### src/verilog/cpu_status_regs.svh
`ifndef CPU_STATUS_REGS_SVH
`define CPU_STATUS_REGS_SVH
// ----------------------------------------------------------------
// Processor status word layout
// ----------------------------------------------------------------
`define PSW_T_BIT    15
`define PSW_S_BIT    13
`define PSW_M_MASK   16'h1000
`define PSW_MSK_HI   10
`define PSW_MSK_LO   8
`define PSW_RESET    16'h2700
`define PSW_IMPL     16'hb71f
`define FLAGS_IMPL   8'h1f
`define PSW_ZERO_HI  8'h00
// ----------------------------------------------------------------
// Exception table base
// ----------------------------------------------------------------
`define ETB_LSB      20
`define ETB_ZEROS    20'h00000
// ----------------------------------------------------------------
// Control register move codes
// ----------------------------------------------------------------
`define RC_CACHE_CFG 12'h002
`define RC_ATTR_GRP  10'h001
`define RC_ETB       12'h801
`define RC_RAM_A     12'hc04
`define RC_RAM_B     12'hc05
`define RC_PERIPH    12'hc0f
// ----------------------------------------------------------------
// Byte lane patterns
// ----------------------------------------------------------------
`define LANES_NONE   4'h0
`define LANES_BYTE   4'h1
`define LANES_WORD   4'h3
`define LANES_LONG   4'hf
// ----------------------------------------------------------------
// Effective address mode and register field codes
// ----------------------------------------------------------------
`define EA_M_DREG    3'h0
`define EA_M_AREG    3'h1
`define EA_M_IND     3'h2
`define EA_M_POSTINC 3'h3
`define EA_M_PREDEC  3'h4
`define EA_M_DISP16  3'h5
`define EA_M_INDEX8  3'h6
`define EA_M_EXT     3'h7
`define EA_X_ABS_W   3'h0
`define EA_X_ABS_L   3'h1
`define EA_X_PC_DISP 3'h2
`define EA_X_PC_IDX  3'h3
`define EA_X_IMM     3'h4
`endif

### src/verilog/cpu_status_pkg.sv
package cpu_status_pkg;
	typedef enum logic [1:0] {SZ_BYTE, SZ_WORD, SZ_LONG} op_size_t;
	typedef enum logic [3:0] {
		EA_DREG, EA_AREG, EA_IND, EA_POSTINC, EA_PREDEC, EA_DISP16,
		EA_INDEX8, EA_PC_DISP, EA_PC_INDEX, EA_ABS_W, EA_ABS_L,
		EA_IMM, EA_BAD
	} ea_kind_t;
endpackage : cpu_status_pkg

### src/verilog/cpu_status_operand_regs.sv
`timescale 1ns/10ps
`include "cpu_status_regs.svh"
module cpu_status_operand_regs
	import cpu_status_pkg::*;
(
	input  wire logic        clk,
	input  wire logic        nrst,
	input  wire logic        ctl_rd,
	input  wire logic        ctl_wr,
	input  wire logic [11:0] ctl_code,
	input  wire logic        psw_rd,
	input  wire logic        psw_wr,
	input  wire logic        flags_rd,
	input  wire logic        flags_wr,
	input  wire logic [31:0] ctl_wdata,
	output logic      [31:0] ctl_rdata,
	output logic             priv_viol,
	output logic             super_mode,
	input  wire logic        exc_ret,
	input  wire logic [15:0] exc_ret_psw,
	input  wire logic        int_take,
	input  wire logic        instr_done,
	output logic             trace_req,
	input  wire logic [2:0]  irq_level,
	input  wire logic        irq_l7_edge,
	output logic             irq_pending,
	input  wire logic [9:0]  vec_disp,
	output logic      [31:0] vec_addr,
	input  wire logic        acc_fetch,
	input  wire logic        acc_slot,
	output logic      [31:0] acc_attr,
	output logic      [31:0] cache_config,
	output logic      [31:0] onchip_ram_base_a,
	output logic      [31:0] onchip_ram_base_b,
	output logic      [31:0] peripheral_space_base,
	input  wire logic        op_wr,
	input  op_size_t         op_size,
	input  wire logic        op_dst_addr,
	input  wire logic [2:0]  op_dst_num,
	input  wire logic [31:0] op_data,
	input  wire logic [3:0]  op_rd_idx,
	output logic      [31:0] op_rd_data,
	input  wire logic [2:0]  ea_mode,
	input  wire logic [2:0]  ea_reg,
	output ea_kind_t         ea_kind,
	output logic             ea_bad,
	input  wire logic [1:0]  mem_addr,
	input  op_size_t         mem_size,
	input  wire logic [31:0] mem_data,
	output logic      [3:0]  mem_lanes,
	output logic      [31:0] mem_bus
);
	// ------------------------------------------------------------
	// Helpers
	// ------------------------------------------------------------
	function automatic logic [3:0] size_lanes(input op_size_t sz);
		return (sz == SZ_BYTE) ? `LANES_BYTE :
		       (sz == SZ_WORD) ? `LANES_WORD : `LANES_LONG;
	endfunction : size_lanes

	// Lane 3 carries the byte at the lowest address.
	function automatic logic [3:0] be_lanes(input op_size_t sz,
	                                        input logic [1:0] a);
		logic [3:0] base;
		base = size_lanes(sz);
		unique case (sz)
			SZ_BYTE: return base << (2'h3 - a);
			SZ_WORD: return base << {~a[1], 1'b0};
			default: return base;
		endcase
	endfunction : be_lanes

	function automatic logic [31:0] be_place(input op_size_t sz,
	                                         input logic [31:0] d);
		unique case (sz)
			SZ_BYTE: return {4{d[7:0]}};
			SZ_WORD: return {2{d[15:0]}};
			default: return d;
		endcase
	endfunction : be_place

	// ------------------------------------------------------------
	// State
	// ------------------------------------------------------------
	logic [15:0]          psw_ff;
	logic [31:`ETB_LSB]   etb_ff;
	logic [31:0]          cache_cfg_ff;
	logic [31:0]          attr_ff [4];
	logic [31:0]          ram_a_ff;
	logic [31:0]          ram_b_ff;
	logic [31:0]          periph_ff;
	logic [31:0]          rdata_ff;
	logic                 viol_ff;
	logic                 trace_ff;
	logic                 irq_ff;
	logic [31:0]          vec_ff;
	logic [31:0]          attr_out_ff;
	ea_kind_t             ea_kind_ff;
	logic [3:0]           mem_lanes_ff;
	logic [31:0]          mem_bus_ff;

	// ------------------------------------------------------------
	// Privilege and decode
	// ------------------------------------------------------------
	logic        sup;
	logic [2:0]  imask;
	logic        any_priv;
	logic        allowed;
	logic        hit_cache;
	logic        hit_attr;
	logic        hit_etb;
	logic        hit_ram_a;
	logic        hit_ram_b;
	logic        hit_periph;
	logic        movec_wr;
	logic [31:0] ctl_mux;
	logic [31:0] nxt_rdata;

	assign sup      = psw_ff[`PSW_S_BIT];
	assign imask    = psw_ff[`PSW_MSK_HI:`PSW_MSK_LO];
	assign any_priv = ctl_rd | ctl_wr | psw_rd | psw_wr;
	assign allowed  = sup | ~any_priv;
	assign movec_wr = ctl_wr & sup;

	assign hit_cache  = ctl_code == `RC_CACHE_CFG;
	assign hit_attr   = ctl_code[11:2] == `RC_ATTR_GRP;
	assign hit_etb    = ctl_code == `RC_ETB;
	assign hit_ram_a  = ctl_code == `RC_RAM_A;
	assign hit_ram_b  = ctl_code == `RC_RAM_B;
	assign hit_periph = ctl_code == `RC_PERIPH;

	// Unmapped codes read as zero and ignore writes.
	assign ctl_mux = hit_cache  ? cache_cfg_ff :
	                 hit_attr   ? attr_ff[ctl_code[1:0]] :
	                 hit_etb    ? {etb_ff, `ETB_ZEROS} :
	                 hit_ram_a  ? ram_a_ff :
	                 hit_ram_b  ? ram_b_ff :
	                 hit_periph ? periph_ff : 32'h0;

	assign nxt_rdata = !allowed ? 32'h0 :
	                   psw_rd   ? {16'h0, psw_ff} :
	                   flags_rd ? {24'h0, psw_ff[7:0]} :
	                   ctl_rd   ? ctl_mux : rdata_ff;

	// ------------------------------------------------------------
	// Status word update
	// ------------------------------------------------------------
	logic [15:0] psw_wr_val;
	logic [15:0] psw_ret_val;
	logic [15:0] nxt_psw;

	// Flags writes keep the upper byte whatever the mode.
	assign psw_wr_val =
		(psw_wr & sup) ? (ctl_wdata[15:0] & `PSW_IMPL) :
		flags_wr ? {psw_ff[15:8], ctl_wdata[7:0] & `FLAGS_IMPL} :
		psw_ff;
	assign psw_ret_val = exc_ret ? (exc_ret_psw & `PSW_IMPL) : psw_wr_val;
	// Interrupt entry wins over a same-cycle write of bit 12.
	assign nxt_psw = int_take ? (psw_ret_val & ~`PSW_M_MASK)
	                          : psw_ret_val;

	always_ff @(posedge clk) begin
		if (!nrst) begin
			psw_ff <= `PSW_RESET;
		end else begin
			psw_ff <= nxt_psw;
		end
	end

	// ------------------------------------------------------------
	// Control registers
	// ------------------------------------------------------------
	always_ff @(posedge clk) begin
		if (!nrst) begin
			etb_ff       <= '0;
			cache_cfg_ff <= 32'h0;
			ram_a_ff     <= 32'h0;
			ram_b_ff     <= 32'h0;
			periph_ff    <= 32'h0;
			for (int i = 0; i < 4; i++) begin
				attr_ff[i] <= 32'h0;
			end
		end else if (movec_wr) begin
			if (hit_etb) begin
				etb_ff <= ctl_wdata[31:`ETB_LSB];
			end
			if (hit_cache) begin
				cache_cfg_ff <= ctl_wdata;
			end
			if (hit_attr) begin
				attr_ff[ctl_code[1:0]] <= ctl_wdata;
			end
			if (hit_ram_a) begin
				ram_a_ff <= ctl_wdata;
			end
			if (hit_ram_b) begin
				ram_b_ff <= ctl_wdata;
			end
			if (hit_periph) begin
				periph_ff <= ctl_wdata;
			end
		end
	end

	always_ff @(posedge clk) begin
		if (!nrst) begin
			rdata_ff <= 32'h0;
			viol_ff  <= 1'b0;
		end else begin
			rdata_ff <= nxt_rdata;
			viol_ff  <= ~allowed;
		end
	end

	// ------------------------------------------------------------
	// Trace, interrupt gating, vector and attribute lookup
	// ------------------------------------------------------------
	logic        nxt_irq;
	logic [31:0] nxt_vec;

	assign nxt_irq = irq_l7_edge | (irq_level > imask);
	assign nxt_vec = {etb_ff, `ETB_ZEROS} + {22'h0, vec_disp};

	always_ff @(posedge clk) begin
		if (!nrst) begin
			trace_ff    <= 1'b0;
			irq_ff      <= 1'b0;
			vec_ff      <= 32'h0;
			attr_out_ff <= 32'h0;
		end else begin
			trace_ff    <= instr_done & psw_ff[`PSW_T_BIT];
			irq_ff      <= nxt_irq;
			vec_ff      <= nxt_vec;
			attr_out_ff <= attr_ff[{acc_fetch, acc_slot}];
		end
	end

	// ------------------------------------------------------------
	// Operand writes into the register file
	// ------------------------------------------------------------
	logic [31:0] gpr_wdata;
	logic [3:0]  gpr_lanes;

	// Address destinations take all four lanes and, below long size, a sign-extended word.
	assign gpr_wdata = (op_dst_addr && op_size != SZ_LONG)
	                 ? {{16{op_data[15]}}, op_data[15:0]}
	                 : op_data;
	assign gpr_lanes = op_dst_addr ? `LANES_LONG
	                 : size_lanes(op_size);

	gpr_file u_gpr (
		.clk      (clk),
		.nrst     (nrst),
		.wr_en    (op_wr),
		.wr_idx   ({op_dst_addr, op_dst_num}),
		.wr_lanes (gpr_lanes),
		.wr_data  (gpr_wdata),
		.rd_idx   (op_rd_idx),
		.rd_data  (op_rd_data)
	);

	// ------------------------------------------------------------
	// Addressing mode decode and big-endian memory lanes
	// ------------------------------------------------------------
	ea_kind_t ea_kind_w;

	ea_decoder u_ea (
		.mode (ea_mode),
		.regf (ea_reg),
		.kind (ea_kind_w)
	);

	always_ff @(posedge clk) begin
		if (!nrst) begin
			ea_kind_ff   <= EA_BAD;
			mem_lanes_ff <= `LANES_NONE;
			mem_bus_ff   <= 32'h0;
		end else begin
			ea_kind_ff   <= ea_kind_w;
			mem_lanes_ff <= be_lanes(mem_size, mem_addr);
			mem_bus_ff   <= be_place(mem_size, mem_data);
		end
	end

	// ------------------------------------------------------------
	// Outputs
	// ------------------------------------------------------------
	assign ctl_rdata             = rdata_ff;
	assign priv_viol             = viol_ff;
	assign super_mode            = sup;
	assign trace_req             = trace_ff;
	assign irq_pending           = irq_ff;
	assign vec_addr              = vec_ff;
	assign acc_attr              = attr_out_ff;
	assign cache_config          = cache_cfg_ff;
	assign onchip_ram_base_a     = ram_a_ff;
	assign onchip_ram_base_b     = ram_b_ff;
	assign peripheral_space_base = periph_ff;
	assign ea_kind               = ea_kind_ff;
	assign ea_bad                = ea_kind_ff == EA_BAD;
	assign mem_lanes             = mem_lanes_ff;
	assign mem_bus               = mem_bus_ff;

	// ------------------------------------------------------------
	// Assertions
	// ------------------------------------------------------------
	property p_user_psw_kept;
		@(posedge clk) disable iff (!nrst)
		psw_wr && !sup && !flags_wr && !exc_ret && !int_take
		|=> psw_ff == $past(psw_ff) && priv_viol;
	endproperty
	a_user_psw_kept: assert property (p_user_psw_kept)
		else $error("user write changed the status word");

	property p_reset_psw;
		@(posedge clk) disable iff (!nrst)
		$rose(nrst) |-> psw_ff[15:8] == `PSW_RESET >> 8;
	endproperty
	a_reset_psw: assert property (p_reset_psw)
		else $error("status upper byte wrong after reset");

	property p_trace;
		@(posedge clk) disable iff (!nrst)
		instr_done |=> trace_req == $past(psw_ff[`PSW_T_BIT]);
	endproperty
	a_trace: assert property (p_trace)
		else $error("trace request does not follow trace bit");

	property p_m_clear;
		@(posedge clk) disable iff (!nrst)
		int_take |=> (psw_ff & `PSW_M_MASK) == 16'h0;
	endproperty
	a_m_clear: assert property (p_m_clear)
		else $error("interrupt entry left bit 12 set");

	property p_irq_mask;
		@(posedge clk) disable iff (!nrst)
		!irq_l7_edge ##0 (irq_level <= imask) |=> !irq_pending;
	endproperty
	a_irq_mask: assert property (p_irq_mask)
		else $error("masked interrupt level passed");

	property p_vec;
		@(posedge clk) disable iff (!nrst)
		1'b1 |=> vec_addr[31:20] == $past(etb_ff) &&
		         vec_addr[19:0] == {10'h000, $past(vec_disp)};
	endproperty
	a_vec: assert property (p_vec)
		else $error("vector address wrong");

	property p_attr_split;
		@(posedge clk) disable iff (!nrst)
		!acc_fetch |=> acc_attr == $past(attr_ff[{1'b0, acc_slot}]);
	endproperty
	a_attr_split: assert property (p_attr_split)
		else $error("data access used a fetch attribute");

	property p_rsvd_zero;
		@(posedge clk) disable iff (!nrst)
		(psw_ff & ~`PSW_IMPL) == 16'h0;
	endproperty
	a_rsvd_zero: assert property (p_rsvd_zero)
		else $error("reserved status bit set");

	property p_flags_rd;
		@(posedge clk) disable iff (!nrst)
		flags_rd && !psw_rd |=> ctl_rdata[31:8] == 24'h0 &&
		                        ctl_rdata[7:0] == $past(psw_ff[7:0]);
	endproperty
	a_flags_rd: assert property (p_flags_rd)
		else $error("flags read returned upper bits");

	property p_addr_sext;
		@(posedge clk) disable iff (!nrst)
		op_wr && op_dst_addr && op_size == SZ_WORD
		|-> gpr_lanes == `LANES_LONG &&
		    gpr_wdata[31:16] == {16{op_data[15]}};
	endproperty
	a_addr_sext: assert property (p_addr_sext)
		else $error("address destination not sign-extended");

	property p_be_word;
		@(posedge clk) disable iff (!nrst)
		mem_size == SZ_WORD && !mem_addr[1]
		|=> mem_lanes == 4'hc && mem_bus[31:24] == $past(mem_data[15:8]);
	endproperty
	a_be_word: assert property (p_be_word)
		else $error("word high byte not at lower address");
endmodule : cpu_status_operand_regs

### src/verilog/gpr_file.sv
`timescale 1ns/10ps
module gpr_file (
	input  wire logic        clk,
	input  wire logic        nrst,
	input  wire logic        wr_en,
	input  wire logic [3:0]  wr_idx,
	input  wire logic [3:0]  wr_lanes,
	input  wire logic [31:0] wr_data,
	input  wire logic [3:0]  rd_idx,
	output logic      [31:0] rd_data
);
	logic [31:0] mem [16];
	logic [31:0] rd_data_ff;

	// Only the enabled byte lanes change; the rest keep their value.
	always_ff @(posedge clk) begin
		for (int i = 0; i < 4; i++) begin
			if (wr_en && wr_lanes[i]) begin
				mem[wr_idx][i*8 +: 8] <= wr_data[i*8 +: 8];
			end
		end
	end

	always_ff @(posedge clk) begin
		if (!nrst) begin
			rd_data_ff <= 32'h0;
		end else begin
			rd_data_ff <= mem[rd_idx];
		end
	end

	assign rd_data = rd_data_ff;
endmodule : gpr_file

### src/verilog/ea_decoder.sv
`timescale 1ns/10ps
`include "cpu_status_regs.svh"
module ea_decoder
	import cpu_status_pkg::*;
(
	input  wire logic [2:0] mode,
	input  wire logic [2:0] regf,
	output ea_kind_t        kind
);
	always_comb begin
		unique case (mode)
			`EA_M_DREG:    kind = EA_DREG;
			`EA_M_AREG:    kind = EA_AREG;
			`EA_M_IND:     kind = EA_IND;
			`EA_M_POSTINC: kind = EA_POSTINC;
			`EA_M_PREDEC:  kind = EA_PREDEC;
			`EA_M_DISP16:  kind = EA_DISP16;
			`EA_M_INDEX8:  kind = EA_INDEX8;
			`EA_M_EXT: begin
				unique case (regf)
					`EA_X_PC_DISP: kind = EA_PC_DISP;
					`EA_X_PC_IDX:  kind = EA_PC_INDEX;
					`EA_X_ABS_W:   kind = EA_ABS_W;
					`EA_X_ABS_L:   kind = EA_ABS_L;
					`EA_X_IMM:     kind = EA_IMM;
					default:       kind = EA_BAD;
				endcase
			end
		endcase
	end
endmodule : ea_decoder

### config.mk
export PLATFORM = sky130hd
export DESIGN_NAME = cpu_status_operand_regs
export DESIGN_NICKNAME = d
export VERILOG_FILES = /design/src/verilog/cpu_status_pkg.sv /design/src/verilog/cpu_status_operand_regs.sv /design/src/verilog/gpr_file.sv /design/src/verilog/ea_decoder.sv
export VERILOG_INCLUDE_DIRS = /design/src /design/src/verilog
export SDC_FILE = /design/constraint.sdc
export NUM_CORES = 1
export LEC_CHECK = 0
export ABC_AREA = 1
export CORE_MARGIN = 5
export CORE_UTILIZATION = 50
export DETAILED_ROUTE_END_ITERATION = 12
export DONT_BUFFER_PORTS = 1
export PLACE_DENSITY_LB_ADDON = 0.2
export SETUP_SLACK_MARGIN = 0.15
export SYNTH_ARGS = -nofsm -noshare
export SYNTH_HDL_FRONTEND = slang
export SYNTH_SLANG_ARGS = --single-unit
### constraint.sdc
create_clock -name clk -period 4.6 [get_ports clk]
set_input_delay 0.69 -clock clk [delete_from_list [all_inputs] [get_ports clk]]
set_output_delay 0.69 -clock clk [all_outputs]
set_load 0.01 [all_outputs]
Word level (Yosys, flattened, before mapping)
Memory sizes are Yosys's and may differ from the RTL's. A register that Yosys moved wholly into a read port is not among the register bits. Cells that the tools add are included.

Register bits after elaboration: 263. Memory bits (writable): 640. Bits of input ports: 172. Output and inout bits: 301. Logic and storage cells: 116. Memories kept: 2.

Memories: u_gpr.mem (words 16, bits a word 32, rd ports 1, clocked after memory_dff 1, write ports 1, line gpr_file.sv:12) `logic [31:0] mem [16];`; attr_ff (words 4, bits a word 32, rd ports 2, clocked after memory_dff 1, write ports 4, line cpu_status_operand_regs.sv:88) `logic [31:0] attr_ff [4];`.

Add/sub/neg operators: 2. $lt $le $gt $ge: 1. Equal/unequal tests: 21. Shift operators: 2. Muxes and demuxes: 38. Bitwise logic cells: 12. Reductions and logical operators: 22.

Operator list (number): $mux W32 (8); $mux W16 (5); $pmux W32 S2 (1); $eq A12 B12 Y1 const B (4); $add A32 B10 Y32 (1); $pmux W4 S8 (1); $reduce_or A32 Y1 (1); $mux W4 (5); $pmux W4 S5 (1); $eq A3 B3 Y1 const B (5); $mux W1 (14); $eq A12 B2 Y1 const B (1); $eq A3 B2 Y1 const B (4); $reduce_and A2 Y1 (6); $eq A10 B1 Y1 const B (1); $mux W8 (1); $pmux W4 S2 (1); $shl A4 B2 Y4 (2); $eq A3 B1 Y1 const B (2); $logic_not A3 Y1 (2); $logic_and A1 B1 Y1 (5); $or A1 B1 Y1 (5); $eq A2 B1 Y1 const B (2); $eq A4 B4 Y1 const B (1); 12 further kinds (19).

Logic depth before layout (Yosys ltp)
Gate-level depths: netlist of the first run.

Depth after elaboration: 10. Mapped depth: 12.

Cells and area by module
A second synthesis of the first run with hierarchy kept.

Cells, all modules: 4545. Area total of the unflattened synthesis: 40889.2 µm².

By module, submodules not included: gpr_file (instances 1, cells an instance 2135, area each 22766.8 µm², sequential area each 16015.4 µm²); cpu_status_operand_regs (instances 1, cells an instance 2388, area each 18022.3 µm², sequential area each 9449.1 µm²); ea_decoder (instances 1, cells an instance 22, area each 100.1 µm², sequential area each 0.0 µm²).

Worst setup path after synthesis of the first run
OpenSTA, ideal clock, no wires.

Path type: input to register. From: input ctl_code[5]. To: memory attr_ff[0][0] (enable). Setup time: 0.466 ns. Arrival: 3.868 ns. Data required time: 4.134 ns. Path slack: 0.267 ns. Stages on the path: 8. Path buffers: 1. Cell sequence: nor2_1 nand2_1 nor2_1 nand2_2 nor2_2 nand2_1 clkbuf_1 o21ai_0.

RTL lines: start: declaration (line cpu_status_operand_regs.sv:10) `input wire logic [11:0] ctl_code,`; end: declaration (line cpu_status_operand_regs.sv:88).

==> results of run 1 <==
==> final cells by class <==
class	count	share of cell area
multi-input combinational	2378	0.266
timing repair buffer	62	0.0116
sequential	952	0.590
antenna	3	0.000174
clock buffer	148	0.0668
clock inverter	39	0.0107
tap	1040	0.0301
inverter	283	0.0249
==> worst register-to-register path: cells and delay by family, from the launching register on <==
family                 cells  cell delay [ps]
AOI/OAI and AO/OA          1              520
buffers and inverters      1              480
and+or+nand+nor            3              840
DFF                        1              560
==> cell families after synthesis <==
| logic type | Yosys count |
|---|---|
| compound gates | 990 |
| fa+ha+maj | 3 |
| buf+inv | 564 |
| flops | 952 |
| other cells | 1 |
| simple gates | 1375 |
==> power groups by stage <==
stage / Combinational, uW / Sequential, uW / Clock [uW]
finish: 862 / 9490 / 8130
global route: 958 / 9500 / 8620
CTS: 866 / 9490 / 8240
detailed placement: 861 / 9670 / 0
global placement: 850 / 9660 / 0
floorplan: 659 / 9640 / 0
==> stage by stage <==
stage | instances | instance area (um2) | hold slack [ps] | setup WS (ps)
finish | 4905 | 43200 | 111 | 1810
global placement | 4715 | 39800 | 435 | 1540
CTS | 4902 | 43200 | 82.9 | 1930
floorplan | 3894 | 39100 | 421 | 267
detailed placement | 4715 | 39800 | 437 | 1520
global route | 4903 | 43200 | 88.5 | 1750
==> cell usage in the layout (no fill, tap or decap), types with 2 or more instances in the layout <==
cell type	synthesis	layout
sky130_fd_sc_hd__a21oi_1	297	297
sky130_fd_sc_hd__a31oi_1	5	5
sky130_fd_sc_hd__buf_12	0	3
sky130_fd_sc_hd__buf_4	19	59
sky130_fd_sc_hd__bufinv_16	0	8
sky130_fd_sc_hd__clkbuf_1	189	30
sky130_fd_sc_hd__clkbuf_16	0	102
sky130_fd_sc_hd__clkbuf_8	0	16
sky130_fd_sc_hd__clkinv_1	4	14
sky130_fd_sc_hd__clkinv_16	0	2
sky130_fd_sc_hd__clkinv_2	0	14
sky130_fd_sc_hd__clkinvlp_4	0	2
sky130_fd_sc_hd__conb_1	1	10
sky130_fd_sc_hd__dfxtp_1	312	312
sky130_fd_sc_hd__diode_2	0	3
sky130_fd_sc_hd__edfxtp_1	640	640
sky130_fd_sc_hd__ha_1	3	3
sky130_fd_sc_hd__inv_1	270	267
sky130_fd_sc_hd__inv_2	9	10
sky130_fd_sc_hd__inv_6	0	2
sky130_fd_sc_hd__nand2_1	484	480
sky130_fd_sc_hd__nand2_2	2	5
sky130_fd_sc_hd__nand3_1	162	161
sky130_fd_sc_hd__nand3_2	2	3
sky130_fd_sc_hd__nand4_1	5	5
sky130_fd_sc_hd__nor2_1	610	594
sky130_fd_sc_hd__nor2_2	7	21
sky130_fd_sc_hd__nor2_4	1	3
sky130_fd_sc_hd__nor3_1	50	50
sky130_fd_sc_hd__nor3_2	49	49
sky130_fd_sc_hd__o211ai_1	52	52
sky130_fd_sc_hd__o21ai_0	482	478
sky130_fd_sc_hd__o21ai_1	23	24
sky130_fd_sc_hd__o21ai_4	0	3
sky130_fd_sc_hd__o21bai_1	2	2
sky130_fd_sc_hd__o221ai_1	89	89
sky130_fd_sc_hd__o22ai_1	34	34
sky130_fd_sc_hd__o311ai_0	2	2
sky130_fd_sc_hd__o31ai_1	2	2
==> flip-flops by register name, summed over array words and instances, names as in the netlist, 11 cells and up <==
signal and count:
onchip_ram_base_a 32, u_gpr.mem 512, etb_ff 12, vec_addr 22
ctl_rdata 32, cache_config 32, onchip_ram_base_b 32, mem_bus 32
acc_attr 32, u_gpr.rd_data 32, peripheral_space_base 32, attr_ff 128
psw_ff 11
==> worst max path at each step <==
stage,cells past startpoint,endpoint,startpoint
after floorplan,8,attr_ff[0][0]$_SDFFCE_PN0P_,ctl_code[5]
after detailed placement,8,attr_ff[1][7]$_SDFFCE_PN0P_,ctl_code[7]
after global routing,5,attr_ff[1][29]$_SDFFCE_PN0P_,psw_ff[13]$_SDFFE_PN1P_
final,5,attr_ff[1][29]$_SDFFCE_PN0P_,psw_ff[13]$_SDFFE_PN1P_
after global placement,8,attr_ff[1][7]$_SDFFCE_PN0P_,ctl_code[5]
after CTS,5,attr_ff[1][29]$_SDFFCE_PN0P_,psw_ff[13]$_SDFFE_PN1P_
==> routing by layer <==
metal	routed length (um)	part of all wire	up-vias
li1	-	-	13200
met1	44200	0.37	13700
met2	56800	0.48	1185
met3	10800	0.092	295
met4	6070	0.051	4
met5	27	0.00023	-
==> impl_summary.log, run 1 <==
INFO  metric finalPower = ~18000 uW
INFO  metric hold_path.class = input port to register
INFO  metric ant_nets = 0
INFO  metric gr-total-overflow = 0
INFO  metric number_of_detailed_route_iterations_in_the_first_pass = 6
INFO  metric drt-vias-per-instance = ~5.8
INFO  metric area_enclosed_by_the_die_boundary = ~84000 um2
INFO  metric reg2reg_to = attr_ff[1][29]$_SDFFCE_PN0P_
INFO  metric post_synth.cell_area_avg = between 10 and 15 um2
INFO  metric startpoint_type_of_the_worst_setup_path = register
INFO  metric rr_worst_depth = 5
INFO  metric tns = 0 ps
INFO  metric drv_cap = 0
INFO  metric final_core_utilization = 0.557
INFO  metric wirelength = around 120 mm
INFO  metric core.rowCount = 102
INFO  metric setup_viol = 0
INFO  metric tritoncts = done
INFO  metric clock-sinks = about 950
INFO  metric nNetsFinal = 3952
INFO  metric run_status = finished, final reports clean
INFO  metric syn_to_final_growth = 10.5%
INFO  metric numPortBuffers = 0
INFO  metric post-cts-setup-buffer-count = 0
INFO  metric static-leakage-power = around 0.015 uW
INFO  metric post_cts_resize_count = 0
INFO  metric timing.critical_path.slowest_cell_delay = approximately 560 ps
INFO  metric most_frequent_cell_after_synthesis = sky130_fd_sc_hd__edfxtp_1
INFO  metric synth.distinct_cells = 37
INFO  metric drc_errors = 0
INFO  metric syn-cell-area = a little under 40000 um2
INFO  metric initial_utilization = 0.505
INFO  metric critPathArrivalTime = a little over 3000 ps
INFO  metric gp_congestion = around 0.95
INFO  metric first_pass_grt_wire_length = ~170 mm
INFO  metric timing_max_transition_violations_final = 0
INFO  metric grt_start_max_net_pins = ~260
INFO  metric vias_in_the_first_global_route = about 26000
INFO  metric arithmetic_cell_share_of_the_synthesized_area_counting_full_adders_half_adders_and_majority_gates = 0.000960
INFO  metric clockRootBuffer = sky130_fd_sc_hd__clkbuf_16
INFO  metric finClkSkew = around 42 ps
INFO  metric min_to = psw_ff[12]$_SDFFE_PP0P_
INFO  metric p_switching = between 4000 and 5000 uW
INFO  metric post_syn_instances = between 3000 and 4000
INFO  metric rsz_0062_raised_after_global_routing = no
INFO  metric swShare = 0.220
INFO  metric starting_drt_drc_count = 2609
INFO  metric post_cts_hold_buffer_count = 0
INFO  metric coreArea = between 70000 and 80000 um2
INFO  metric timing.critical_path.buf_inv = 1
INFO  metric dominant_combinational_cell_family_by_area_after_synthesis = simple AND/OR/NAND/NOR gates
INFO  metric cts.clk_slew.worst_paths = 60 ps
INFO  metric ff2ff_setup_slack = approximately 1800 ps
INFO  metric most_used_layer_global_route = met2
INFO  metric crit_path_cell_trace = nand2_1 > nor2_2 > nand2_4 > o21ai_4 > buf_4
INFO  metric setup.worst_path.end_class = register
INFO  metric detailed_place_hpwl = about 74 mm
INFO  metric filler_cell_count = approximately 6700
INFO  metric async_flop_share = 0
INFO  metric slew_headroom = 0.240
INFO  metric dominantRegCellSynth = sky130_fd_sc_hd__edfxtp_1
INFO  metric die-height = roughly 290 um
INFO  metric antenna_violations_before_repair = 8
INFO  metric cts_buffers = 100
INFO  metric crit_slowest_cell = sky130_fd_sc_hd__dfxtp_1
INFO  metric power.share.clock = 0.440
INFO  metric yosys-mux-area-fraction = 0
INFO  metric portion_of_the_post_synthesis_area_used_by_sequential_elements = 0.652
INFO  metric multiInputGateArea = around 11000 um2
INFO  metric setup.worst_path.class = register to register
INFO  metric synthXorXnorAreaFrac = 0
INFO  metric grtUsageMet1 = 0.330
INFO  metric cell_internal_pwr = 14400 uW
INFO  metric vdd_ir_drop_max = between 300 and 400 uV
INFO  metric drt-wirelength-per-cell = about 24 um
INFO  metric grtUsageTotal = 0.269
INFO  metric cellPowerDensity = 428 nW/um2
INFO  metric hold_viol_final = 0
INFO  metric cts-htree-levels = 3
INFO  metric final_period_minus_worst_setup_slack = about 2800 ps
INFO  metric peak_clock_frequency_supported_by_timing = 0.359 GHz
INFO  metric synth_commonest_cells = sky130_fd_sc_hd__edfxtp_1 (640), sky130_fd_sc_hd__nor2_1 (610), sky130_fd_sc_hd__nand2_1 (484)
INFO  metric crit-reg2reg-launch = psw_ff[13]$_SDFFE_PN1P_
INFO  metric final_layout_size_suffix_gt1_frac = 0.0800
INFO  metric path_max_fanout = 25
INFO  metric cp.required = 4880 ps
INFO  metric basic_gate_share_of_the_synthesized_area_counting_and_or_nand_and_nor_cells = 0.149
INFO  metric grtUsageMet2 = 0.444
INFO  metric area_of_all_sequential_standard_cells = 25500 um2
INFO  metric die_x = between 200 and 300 um
INFO  metric design.portCount = approximately 470
INFO  metric synth-warning-count = 0
INFO  metric power_frac_comb = 0.047
INFO  metric synth-edff-count = 640
INFO  metric grtUsageMet3 = 0.0709
INFO  metric min_delay_path_depth = 1
INFO  metric clock_tree_buffer_depth = 3
INFO  metric clk-insertion-delay-late = 660 ps
INFO  metric detailroute.via_count = 28400
INFO  metric largest_delay_share_family_worst_path = simple AND/OR/NAND/NOR gates
INFO  metric yosys-top-cells-area = sky130_fd_sc_hd__edfxtp_1 (49%), sky130_fd_sc_hd__dfxtp_1 (16%), sky130_fd_sc_hd__o21ai_0 (6.2%), sky130_fd_sc_hd__nor2_1 (5.9%), sky130_fd_sc_hd__nand2_1 (4.6%)
INFO  metric fin_crit_sh = 0.606
INFO  metric worst-slew-pin-transition = 1140 ps
INFO  metric postSynthRegisterBits = between 900 and 1000
INFO  metric p_seq_frac = 0.513
INFO  metric synth_compound_gate_area_share = 0.141
INFO  metric synth.largest_area_cell = sky130_fd_sc_hd__edfxtp_1
INFO  metric yosys.area.top_type_share = 0.492
INFO  metric holdCritStartpoint = int_take
Power figures use the tool's default switching activity.
==> inputs of run 2 (changes only) <==
- clock period: 4.6 -> 2.4 ns (I/O delays scaled with it)
==> impl_summary.log, run 2 (synthesis gave the netlist of run 1 again) <==
INFO  metric grt_start_max_net_pins = 258 (unchanged)
INFO  metric fin_worst_hold_slack = 28.6 ps (-82.8 ps)
INFO  metric hold_path.class = input port to register
INFO  metric die_x = 290 um (unchanged)
INFO  metric starting_drt_drc_count = 3082 (+18%)
INFO  metric drv_cap = 0 (unchanged)
INFO  metric finClkSkew = 54.7 ps (+12.4 ps)
INFO  metric largestRegisters = u_gpr.mem (512), attr_ff (128)
INFO  metric path_max_fanout = 6 (-76%)
INFO  metric peak_clock_frequency_supported_by_timing = 0.484 GHz (+35%)
INFO  metric cts-htree-levels = 3 (unchanged)
INFO  metric clk-insertion-delay-late = 670 ps (about the same)
INFO  metric cts_buffers = 99 (-1.0%)
INFO  metric initial_utilization = 0.505 (unchanged)
INFO  metric largest_register_ffs = 512 (unchanged)
INFO  metric gr-total-overflow = 0 (unchanged)
INFO  metric detailed_place_hpwl = 75.8 mm (+2.4%)
INFO  metric run_status = finished, final reports clean
INFO  metric tritoncts = done
INFO  metric grtUsageTotal = 0.286 (+0.0170)
INFO  metric clockRootBuffer = sky130_fd_sc_hd__clkbuf_16
INFO  metric drt-wirelength-per-cell = 24.2 um (+0.64%)
INFO  metric nNetsFinal = 4192 (+6.1%)
INFO  metric area_enclosed_by_the_die_boundary = 83900 um2 (unchanged)
INFO  metric fin_crit_sh = 0.860 (+0.255)
INFO  metric setup.worst_path.end_class = register
INFO  metric first_pass_grt_wire_length = 181 mm (+6.3%)
INFO  metric rr_worst_depth = 7 (+2)
INFO  metric power.share.clock = 0.437 (-0.003)
INFO  metric slew_headroom = 0.267 (+0.0271)
INFO  metric clock_tree_buffer_depth = 3 (unchanged)
INFO  metric clock-sinks = 952 (unchanged)
INFO  metric setup_viol = 0 (unchanged)
INFO  metric mostFrequentLayoutCells = sky130_fd_sc_hd__edfxtp_1 (640), sky130_fd_sc_hd__nor2_1 (593), sky130_fd_sc_hd__nand2_1 (481)
INFO  metric cell_internal_pwr = 28000 uW (+94%)
INFO  metric final_layout_size_suffix_gt1_frac = 0.100 (+0.0204)
INFO  metric cp.required = 3020 ps (-1860 ps)
INFO  metric design.portCount = 473 (unchanged)
INFO  metric hold_viol_final = 0 (unchanged)
INFO  metric die-height = 290 um (unchanged)
INFO  metric mostFrequentLayoutCell = sky130_fd_sc_hd__edfxtp_1
INFO  metric multiInputGateArea = 11500 um2 (about the same)
INFO  metric vias_in_the_first_global_route = 28300 (+7.1%)
INFO  metric core.rowCount = 102 (unchanged)
INFO  metric number_of_detailed_route_iterations_in_the_first_pass = 7 (+1)
INFO  metric tns = 0 ps (unchanged)
INFO  metric drc_errors = 0 (unchanged)
INFO  metric filler_cell_count = 6352 (-4.6%)
INFO  metric final_core_utilization = 0.592 (+0.0343)
INFO  metric numPortBuffers = 0 (unchanged)
INFO  metric ant_nets = 0 (unchanged)
INFO  metric coreArea = 77500 um2 (unchanged)
INFO  metric p_switching = 8270 uW (+100%)
INFO  metric rsz_0062_raised_after_global_routing = no
INFO  metric area_of_all_sequential_standard_cells = 25500 um2 (unchanged)
INFO  metric critPathArrivalTime = 2680 ps (-380 ps)
INFO  metric antenna_violations_before_repair = 14 (+6)
INFO  metric p_seq_frac = 0.501 (-0.012)
INFO  metric power_frac_comb = 0.062 (+0.015)
INFO  metric static-leakage-power = 0.0165 uW (+8.1%)
INFO  metric startpoint_type_of_the_worst_setup_path = register
INFO  metric detailroute.via_count = 29900 (+5.2%)
INFO  metric syn_to_final_growth = 17.3%
INFO  metric cellPowerDensity = 791 nW/um2 (+85%)
INFO  metric min_delay_path_depth = 3 (+2)
INFO  metric gp_congestion = 0.955 (+0.23%)
INFO  metric final_period_minus_worst_setup_slack = 2060 ps (-721 ps)
INFO  metric vdd_ir_drop_max = 773 uV (+130%)
INFO  metric setup.worst_path.class = register to register
INFO  metric largest-register = u_gpr.mem
INFO  metric wirelength = 125 mm (+5.7%)
INFO  metric swShare = 0.228 (+0.00792)
INFO  metric worst-slew-pin-transition = 1100 ps (-43.1 ps)
INFO  metric timing_max_transition_violations_final = 0 (unchanged)
INFO  metric cts.clk_slew.worst_paths = 60 ps (about the same)
INFO  metric drt-vias-per-instance = 5.81 (+0.16%)
## run 2: changes by cell type in the layout (fill, tap and decap cells not counted), moves of 2 or more
cell	change
sky130_fd_sc_hd__clkbuf_16	+2
sky130_fd_sc_hd__clkinv_2	+4
sky130_fd_sc_hd__dlygate4sd3_1	+152
sky130_fd_sc_hd__clkbuf_1	-8
sky130_fd_sc_hd__clkinv_16	+2
sky130_fd_sc_hd__clkinvlp_4	+3
sky130_fd_sc_hd__clkbuf_8	+5
sky130_fd_sc_hd__clkinv_1	-8
sky130_fd_sc_hd__diode_2	+7
sky130_fd_sc_hd__clkinv_4	+3
sky130_fd_sc_hd__buf_12	+25
sky130_fd_sc_hd__bufinv_16	-2
sky130_fd_sc_hd__buf_4	+62
## run 2: area by class of cell
type | count | area share
Multi-Input combinational cell | 2378 | 0.251
Antenna cell | 10 | 0.000546
Sequential cell | 952 | 0.555
Clock inverter | 39 | 0.0107
Clock buffer | 147 | 0.0649
Tap cell | 1040 | 0.0284
Timing Repair Buffer | 303 | 0.0661
Inverter | 283 | 0.0234
## run 2: power by group through the flow
stage          Sequential (uW)  Combinational, uW  Clock, uW
6_report                 18200               2240      15800
5_1_grt                  18200               2430      16800
3_5_place_dp             18500               1750          0
4_1_cts                  18200               2210      16000
2_1_floorplan            18500               1270          0
3_3_place_gp             18500               1730          0
## run 2: per-layer routing
layer,track usage,routed length [um]
met3,0.0837,12200
met1,0.344,45400
met2,0.471,59800
met5,0,55
met4,0.146,7300
## run 2: repair_timing
action | in CTS | in global routing
endpoints found under the hold margin | 574 | 1
hold buffers | 156 | 1
resized for setup | 0 | 3
setup endpoints to repair | 0 | 2
setup buffers | 0 | 0
## run 2: final timing paths
check	start	endpoint	slack, ps
hold reg to reg	etb_ff[31]$_SDFFE_PN0P_	vec_addr[31]$_SDFF_PN0_	440
setup / recovery	psw_ff[13]$_SDFFE_PN1P_	psw_ff[12]$_SDFFE_PP0P_	340
hold / removal	op_rd_idx[2]	u_gpr.rd_data[5]$_SDFF_PN0_	30
setup reg to reg	psw_ff[13]$_SDFFE_PN1P_	psw_ff[12]$_SDFFE_PP0P_	340
## run 2: per-stage QoR
step                cell area (um2)  instances  worst slack [ps]  power, uW
CTS                           45800       5141               331      36400
global placement              40700       4799               304      20300
floorplan                     39200       3894             -40.3      19700
finish                        45800       5152               335      36300
detailed placement            40700       4799               280      20300
global route                  45800       5147               206      37400
## run 2: critical path, cell delays in order, from the launching register on
cell                            delay, ps
sky130_fd_sc_hd__dfxtp_1              500
sky130_fd_sc_hd__nand2_1              190
sky130_fd_sc_hd__inv_1                140
sky130_fd_sc_hd__nor2_2                70
sky130_fd_sc_hd__inv_1                220
sky130_fd_sc_hd__nor2_1                70
sky130_fd_sc_hd__a2111oi_1            230
sky130_fd_sc_hd__dlygate4sd3_1        600
